==> src/sttr_pkg.sv <==
// package: register indices, field layouts, reset values and timing for the secondary register slice
// Contract
// turn-on delay bits 15:8 count secondary oscillator cycles of intermediate plateau.
// turn-on delay zero disables two-level turn-on; gate switches directly.
// host programs turn-on delay at least 0x0A when two-level turn-on used.
// conversion result bits 15:8 overwritten on every completed conversion.
// over-limit status bit 6 reads 1 while overvoltage violation is detected.
// under-limit status bit 5 reads 1 while undervoltage violation is detected.
// result valid bit 4 set on every result update and stays set.
// boundary register writes accepted only while second config enable is set.
// host puts upper limit in bits 15:10, lower limit in bits 9:4.
// supervision cycle count written by hardware into read-only bits 15:8.
// bit 1 of every register shows whether previous message was discarded.
// bit 0 of every register carries odd parity over the returned word.
// reserved bits read zero and ignore writes.
package sttr_pkg;
  localparam int unsigned CLK_PERIOD_NS = 25;
  // register selectors (no printed offsets; local indices)
  localparam logic [1:0] SEL_TWO_LEVEL_TURN_ON = 2'h0;
  localparam logic [1:0] SEL_ADC  = 2'h1;
  localparam logic [1:0] SEL_BND  = 2'h2;
  localparam logic [1:0] SEL_SCS  = 2'h3;
  // field positions
  localparam int unsigned DATA_MSB  = 15;
  localparam int unsigned DATA_LSB  = 8;
  localparam int unsigned OVS_BIT   = 6;
  localparam int unsigned UVS_BIT   = 5;
  localparam int unsigned VAL_BIT   = 4;
  localparam int unsigned UPB_MSB   = 15;
  localparam int unsigned UPB_LSB   = 10;
  localparam int unsigned LOB_MSB   = 9;
  localparam int unsigned LOB_LSB   = 4;
  localparam int unsigned LMI_BIT   = 1;
  localparam int unsigned PAR_BIT   = 0;
  // reset values, minimum turn-on delay and turn-on states
  localparam logic [7:0]  TWO_LEVEL_TURN_ON_RST  = 8'h00;
  localparam logic [5:0]  UPB_RST   = 6'h3F;
  localparam logic [5:0]  LOB_RST   = 6'h00;
  localparam logic [7:0]  RES_RST   = 8'h00;
  localparam logic [7:0]  SCS_RST   = 8'h00;
  localparam logic [7:0]  TWO_LEVEL_TURN_ON_MIN  = 8'h0A;
  typedef enum logic [1:0] {
    STTR_IDLE    = 2'b00,
    STTR_PLATEAU = 2'b01,
    STTR_FULL    = 2'b10
  } sttr_ton_e;
endpackage

==> src/sttr_cfg_if.sv <==
// interface: configuration carried from register slice to its helper modules
`timescale 1ns/1ps
interface sttr_cfg_if;
  logic [7:0] ton_delay;
  logic [5:0] upper_boundary;
  logic [5:0] lower_boundary;
  logic [7:0] conversion_result;
  modport regs (output ton_delay, output upper_boundary, output lower_boundary,
                output conversion_result);
  modport ton  (input ton_delay);
  modport lim  (input upper_boundary, input lower_boundary, input conversion_result);
endinterface

==> src/sttr_ton_seq.sv <==
// module: two-level turn-on sequencer counting oscillator cycles
`timescale 1ns/1ps
module sttr_ton_seq
  import sttr_pkg::*;
(
  input  wire logic  core_clk,
  input  wire logic  nrst,
  input  wire logic  osc_tick,
  input  wire logic  gate_on_req,
  sttr_cfg_if.ton    cfg,
  output logic       gate_plateau,
  output logic       gate_full
);
  sttr_ton_e  state_reg, state_next;
  logic [7:0] cnt_reg, cnt_next;

  // next state: plateau only when a nonzero delay is loaded
  always_comb begin
    state_next = state_reg;
    cnt_next   = cnt_reg;
    unique case (state_reg)
      STTR_IDLE: begin
        if (gate_on_req) begin
          if (cfg.ton_delay == 8'h00) begin
            state_next = STTR_FULL;
          end else begin
            state_next = STTR_PLATEAU;
            cnt_next   = cfg.ton_delay;
          end
        end
      end
      STTR_PLATEAU: begin
        if (!gate_on_req) begin
          state_next = STTR_IDLE;
        end else if (osc_tick) begin
          if (cnt_reg == 8'h01) begin
            state_next = STTR_FULL;
          end
          cnt_next = cnt_reg - 8'h01;
        end
      end
      STTR_FULL: begin
        if (!gate_on_req) begin
          state_next = STTR_IDLE;
        end
      end
      default: state_next = STTR_IDLE;
    endcase
  end

  // state registers
  always_ff @(posedge core_clk) begin
    if (!nrst) begin
      state_reg <= STTR_IDLE;
      cnt_reg   <= 8'h00;
    end else begin
      state_reg <= state_next;
      cnt_reg   <= cnt_next;
    end
  end

  assign gate_plateau = (state_reg == STTR_PLATEAU);
  assign gate_full    = (state_reg == STTR_FULL);
endmodule

==> src/sttr_limit_chk.sv <==
// module: compares the conversion result against the boundaries
`timescale 1ns/1ps
module sttr_limit_chk
  import sttr_pkg::*;
(
  sttr_cfg_if.lim cfg,
  output logic    over_limit,
  output logic    under_limit
);
  // boundaries are six bits; compare against the top six bits of the result
  assign over_limit  = cfg.conversion_result[7:2] > cfg.upper_boundary;
  assign under_limit = cfg.conversion_result[7:2] < cfg.lower_boundary;
endmodule

==> src/sttr_regs.sv <==
// module: secondary turn-on, result, boundary and supervision registers
`timescale 1ns/1ps
module sttr_regs
  import sttr_pkg::*;
(
  input  wire logic        core_clk,
  input  wire logic        nrst,
  input  wire logic        wr_en,
  input  wire logic        rd_en,
  input  wire logic [1:0]  reg_sel,
  input  wire logic [15:0] wr_data,
  input  wire logic        msg_done,
  input  wire logic        msg_invalid,
  input  wire logic        second_config_enable,
  input  wire logic        conv_done,
  input  wire logic [7:0]  conv_data,
  input  wire logic        supv_done,
  input  wire logic [7:0]  supv_count,
  input  wire logic        osc_tick,
  input  wire logic        gate_on_req,
  output logic [15:0]      rd_data,
  output logic             rd_valid,
  output logic             gate_plateau,
  output logic             gate_full,
  output logic             over_limit_status,
  output logic             under_limit_status
);
  sttr_cfg_if cfg_bus ();

  logic [7:0]  ton_reg, ton_next;
  logic [7:0]  res_reg, res_next;
  logic        val_reg, val_next;
  logic [5:0]  upb_reg, upb_next;
  logic [5:0]  lob_reg, lob_next;
  logic [7:0]  scs_reg, scs_next;
  logic        lmi_reg, lmi_next;
  logic [15:0] rdd_reg, rdd_next;
  logic        rdv_reg, rdv_next;
  logic        ovs_reg, ovs_next;
  logic        uvs_reg, uvs_next;
  logic        plat_reg, full_reg;
  logic        ovr_c, und_c, plat_c, full_c;
  logic [15:0] word_c;

  assign cfg_bus.ton_delay         = ton_reg;
  assign cfg_bus.upper_boundary    = upb_reg;
  assign cfg_bus.lower_boundary    = lob_reg;
  assign cfg_bus.conversion_result = res_reg;

  sttr_ton_seq u_ton (
    .core_clk     (core_clk),
    .nrst         (nrst),
    .osc_tick     (osc_tick),
    .gate_on_req  (gate_on_req),
    .cfg          (cfg_bus.ton),
    .gate_plateau (plat_c),
    .gate_full    (full_c)
  );

  sttr_limit_chk u_lim (
    .cfg         (cfg_bus.lim),
    .over_limit  (ovr_c),
    .under_limit (und_c)
  );

  // next values of stored fields and the read word
  always_comb begin
    ton_next = ton_reg;
    res_next = res_reg;
    val_next = val_reg;
    upb_next = upb_reg;
    lob_next = lob_reg;
    scs_next = scs_reg;
    lmi_next = lmi_reg;
    word_c   = 16'h0000;
    if (wr_en && reg_sel == SEL_TWO_LEVEL_TURN_ON) begin
      ton_next = wr_data[DATA_MSB:DATA_LSB];
    end
    // boundary writes only land while the second configuration enable is up
    if (wr_en && reg_sel == SEL_BND && second_config_enable) begin
      upb_next = wr_data[UPB_MSB:UPB_LSB];
      lob_next = wr_data[LOB_MSB:LOB_LSB];
    end
    if (conv_done) begin
      res_next = conv_data;
      val_next = 1'b1;
    end
    if (supv_done) begin
      scs_next = supv_count;
    end
    if (msg_done) begin
      lmi_next = msg_invalid;
    end
    unique case (reg_sel)
      SEL_TWO_LEVEL_TURN_ON: word_c[DATA_MSB:DATA_LSB] = ton_reg;
      SEL_ADC: begin
        word_c[DATA_MSB:DATA_LSB] = res_reg;
        word_c[OVS_BIT]           = ovs_reg;
        word_c[UVS_BIT]           = uvs_reg;
        word_c[VAL_BIT]           = val_reg;
      end
      SEL_BND: begin
        word_c[UPB_MSB:UPB_LSB] = upb_reg;
        word_c[LOB_MSB:LOB_LSB] = lob_reg;
      end
      SEL_SCS: word_c[DATA_MSB:DATA_LSB] = scs_reg;
    endcase
    word_c[LMI_BIT] = lmi_reg;
    // odd parity: total ones including bit 0 is odd
    word_c[PAR_BIT] = ~(^word_c[15:1]);
    rdd_next = rd_en ? word_c : rdd_reg;
    rdv_next = rd_en;
    ovs_next = ovr_c;
    uvs_next = und_c;
  end

  // register stage; outputs all come from flops
  always_ff @(posedge core_clk) begin
    if (!nrst) begin
      ton_reg  <= TWO_LEVEL_TURN_ON_RST;
      res_reg  <= RES_RST;
      val_reg  <= 1'b0;
      upb_reg  <= UPB_RST;
      lob_reg  <= LOB_RST;
      scs_reg  <= SCS_RST;
      lmi_reg  <= 1'b0;
      rdd_reg  <= 16'h0000;
      rdv_reg  <= 1'b0;
      ovs_reg  <= 1'b0;
      uvs_reg  <= 1'b0;
      plat_reg <= 1'b0;
      full_reg <= 1'b0;
    end else begin
      ton_reg  <= ton_next;
      res_reg  <= res_next;
      val_reg  <= val_next;
      upb_reg  <= upb_next;
      lob_reg  <= lob_next;
      scs_reg  <= scs_next;
      lmi_reg  <= lmi_next;
      rdd_reg  <= rdd_next;
      rdv_reg  <= rdv_next;
      ovs_reg  <= ovs_next;
      uvs_reg  <= uvs_next;
      plat_reg <= plat_c;
      full_reg <= full_c;
    end
  end

  assign rd_data            = rdd_reg;
  assign rd_valid           = rdv_reg;
  assign over_limit_status  = ovs_reg;
  assign under_limit_status = uvs_reg;
  assign gate_plateau       = plat_reg;
  assign gate_full          = full_reg;
endmodule

==> config.mk <==
export PLATFORM = sky130hd
export DESIGN_NAME = sttr_regs
export DESIGN_NICKNAME = d
export VERILOG_FILES = /design/src/sttr_pkg.sv /design/src/sttr_cfg_if.sv /design/src/sttr_ton_seq.sv /design/src/sttr_limit_chk.sv /design/src/sttr_regs.sv
export SDC_FILE = /design/constraint.sdc
export NUM_CORES = 1
export LEC_CHECK = 0
export BUFFER_PORTS_ARGS = -buffer_cell sky130_fd_sc_hd__buf_2
export CORE_MARGIN = 2
export CORE_UTILIZATION = 45
export DETAILED_ROUTE_END_ITERATION = 6
export GPL_TIMING_DRIVEN = 0
export PLACE_DENSITY = 0.79
export SYNTH_ARGS = -nofsm -noshare
export SYNTH_HDL_FRONTEND = slang
export SYNTH_SLANG_ARGS = --single-unit
==> constraint.sdc <==
create_clock -name core_clk -period 5.9 [get_ports core_clk]
set_input_delay 1.18 -clock core_clk [delete_from_list [all_inputs] [get_ports core_clk]]
set_output_delay 1.18 -clock core_clk [all_outputs]
set_load 0.02 [all_outputs]
==> run_results.csv <==
group,metric,value,unit
synth,async_flop_share,0,
sta,worst_slack,2.847,ns
run,cap_viol_max_count,0,
clocking,htree_num_levels,3,
synth,syn_inst,390,
die,die_w,91.21,um
clocking,cts.sinks,67,
power,ir_drop,0.09917,mV
critical_path,crit_cells,10,
critical_path,r2r_start,"cfg_bus.conversion_result[2]$_SDFFE_PN0P_",
cells_and_area,largest_reg_flops,14,
die,design.core.area,7292,sq um
synth,synth_area_leaders,"dfxtp_1 39%, mux2i_1 8.8%, ha_1 6.6%",
global_routing,antenna_found_initial,0,
critical_path,criticalPathCategory,"in -> reg",
global_routing,grt_pass1_wl,13720,um
min_path,min_path_type,"reg -> reg",
global_routing,grt_overflow,0,
power,power_frac_comb,0.160,
global_routing,grt_usage,0.2084,
power,p_leak,1.730,nW
die,die_area,8318,sq um
global_routing,grt_pass1_vias,2862,
die,ios,66,
routing,drc,0,
critical_path,critPathBufInv,3,
power,seq_power_share,0.482,
cells_and_area,fin_area,4008,sq um
power,powerDensity,254.2,nW/um^2
min_path,holdCritStartpoint,"u_ton.cnt_reg[7]$_SDFFE_PN0P_",
min_path,min_path_cells,2,
routing,vias,2998,
critical_path,ff2ff_path_depth,6,
synth,ys_ff_latch,67,
routing,drtIter0Drc,200,
cells_and_area,drive_gt1_frac,0.1714,
outcome,status,"complete, no violations",
cells_and_area,antenna_cells,0,
placed_design,routabilityCongestion,0.8905,
sta,grt_setup_unrepaired,"false",
clocking,cts_setup_buffers,0,
cells_and_area,multi_input_area,1872,sq um
sta,final.min_clock_period,3.053,ns
synth,synth.most_common_cell,"dfxtp_1",
routing,ant_nets,0,
power,p_sw_frac,0.2767,
power,internal-power,736.9,uW
critical_path,critPathCaptureType,"register",
critical_path,path_cells,"buf_2 > inv_1 > ha_1 > buf_4 > a222oi_1 > xor2_1 > o21ai_1 > xnor3_1 > nand2_1 > o211ai_1",
die,start_util,0.4693,
synth,yosysWarnings,0,
synth,ys.flop_type,"dfxtp_1",
synth,syn_area_per_cell,8.774,sq um
sta,maxSlewViolCount,0,
clocking,hold_buffers,0,
cells_and_area,finalNetCount,520,
clocking,cts-root-buf,"clkbuf_8",
die,fp.dieH,91.21,um
sta,finalHoldViolations,0,
synth,synth_top_area_cell,"dfxtp_1",
critical_path,crit_start,"reg_sel[0]",
placed_design,dp.cells,545,
critical_path,cp_slowest_stage_delay,0.51,ns
synth,yosys-top-cells-count,"67 x dfxtp_1, 49 x nand2_1, 30 x mux2i_1, 29 x nor2b_1, 25 x inv_1",
routing,viasPerCell,5.354,
clocking,post_cts_resized,0,
sta,finalCritPeriodShare,0.5175,
power,pwr-share-clk,0.358,
clocking,clk_pin_slew,0.08,ns
sta,finClkSkew,0.009535,ns
cells_and_area,areaGrowthSynthToFinish,17.11,%
clocking,cts_buffers,9,
sta,setup_viol,0,
clocking,worstSkewPairLatency,0.34,ns
sta,tightestPinTransition,0.6398,ns
placed_design,dpl_cell_area,3825,sq um
power,p_sw,282.0,uW
synth,syn_area,3422,sq um
synth,synth_edf_count,0,
synth,seq_area_frac_synth,0.3920,
critical_path,crit_family,"compound AO/OA/AOI/OAI gates",
critical_path,arrival,3.28,ns
cells_and_area,fillerInstances,659,
synth,yosysUniqueCellTypes,43,
routing,routed_wl,8471,um
cells_and_area,layout.cells.non_filler,560,
cells_and_area,regArea,1341,sq um
sta,max_freq,327.5,MHz
clocking,tritoncts,"done",
sta,final.setup.tns,0,ns
placed_design,portBuffers,55,
critical_path,critPathMaxFanout,10,
synth,synth_top_area_frac,0.3920,
critical_path,cp.required,6.12,ns
placed_design,place_ws,2.579,ns
sta,max_slew_margin,0.5735,
routing,drtPass1Iterations,5,
critical_path,startpoint_type,"input pin",
placed_design,hpwl,6423,um
routing,routedWlPerCell,15.13,um
critical_path,critPathSlowestCell,"a222oi_1",
clocking,cts_buffer_depth,2,
global_routing,grt_max_degree,12,
die,rows,31,
worst register-to-register path: cells and delay by family, from the launching register on:
family / cells / cell delay (ns)
AOI/OAI and AO/OA: 3 / 0.89
xor gates and xnor gates: 2 / 0.50
DFF: 1 / 0.35
and+or+nand+nor: 1 / 0.07
cells by family after synthesis:
| kind of cell | after synthesis | share of synthesized area |
|---|---|---|
| AO/OA/AOI/OAI | 81 | 0.1682 |
| multiplexers | 30 | 0.08775 |
| AND/OR/NAND/NOR | 130 | 0.1883 |
| XOR/XNOR | 12 | 0.03473 |
| flip-flops | 67 | 0.3920 |
| buffers and inverters | 51 | 0.06216 |
| adder cells (fa/ha/maj) | 18 | 0.06581 |
| other | 1 | 0.001096 |
final timing paths:
check                                       end  slack (ns)
setup reg to reg        rd_data[0]$_SDFFE_PN0P_        3.98
hold / removal    u_ton.cnt_reg[7]$_SDFFE_PN0P_        0.47
hold reg to reg   u_ton.cnt_reg[7]$_SDFFE_PN0P_        0.47
setup / recovery        rd_data[0]$_SDFFE_PN0P_        2.85
layout by cell type (no fill, tap or decap), types with 10 or more instances in the layout:
master,Yosys,final
a21boi_0,16,16
o21ai_0,17,17
a21oi_1,10,10
inv_1,25,25
ha_1,18,18
nor2b_1,29,29
nand3_1,16,16
mux2i_1,30,30
dfxtp_1,67,67
clkbuf_1,20,21
buf_2,2,57
nand2_1,49,49
nor2_1,12,12
stage by stage:
step	total power, mW	hold slack (ns)	util
5_1_grt	1.062	0.5038	0.5496
2_1_floorplan	0.6105	0.4365	-
4_1_cts	1.021	0.4711	0.5496
3_5_place_dp	0.6616	0.4600	0.5245
6_report	1.019	0.4672	0.5496
3_3_place_gp	0.6561	0.4465	0.5245
area by class of cell:
class	instances	area share
timing repair buffer	55	0.06869
buffer	26	0.02966
clock buffer	10	0.03185
inverter	25	0.02342
sequential	67	0.3347
multi-input combinational	273	0.4671
clock inverter	5	0.01374
tap	99	0.03091
routing by layer:
| metal | global-route usage | vias to the layer above | share of wire |
|---|---|---|---|
| met5 | 0 | - | 0 |
| met4 | 0.1023 | 0 | 0.023 |
| met3 | 0.04066 | 15 | 0.053 |
| met2 | 0.3272 | 98 | 0.46 |
| met1 | 0.2740 | 1412 | 0.46 |
| li1 | - | 1473 | - |
power groups by stage:
stage	Combinational, mW	Sequential [mW]	Clock, mW
after floorplan	0.107	0.504	0
after global placement	0.156	0.501	0
after detailed placement	0.160	0.501	0
after CTS	0.162	0.491	0.368
after global routing	0.179	0.494	0.390
final	0.163	0.491	0.365
No activity file was read; power rests on OpenSTA's default activity.
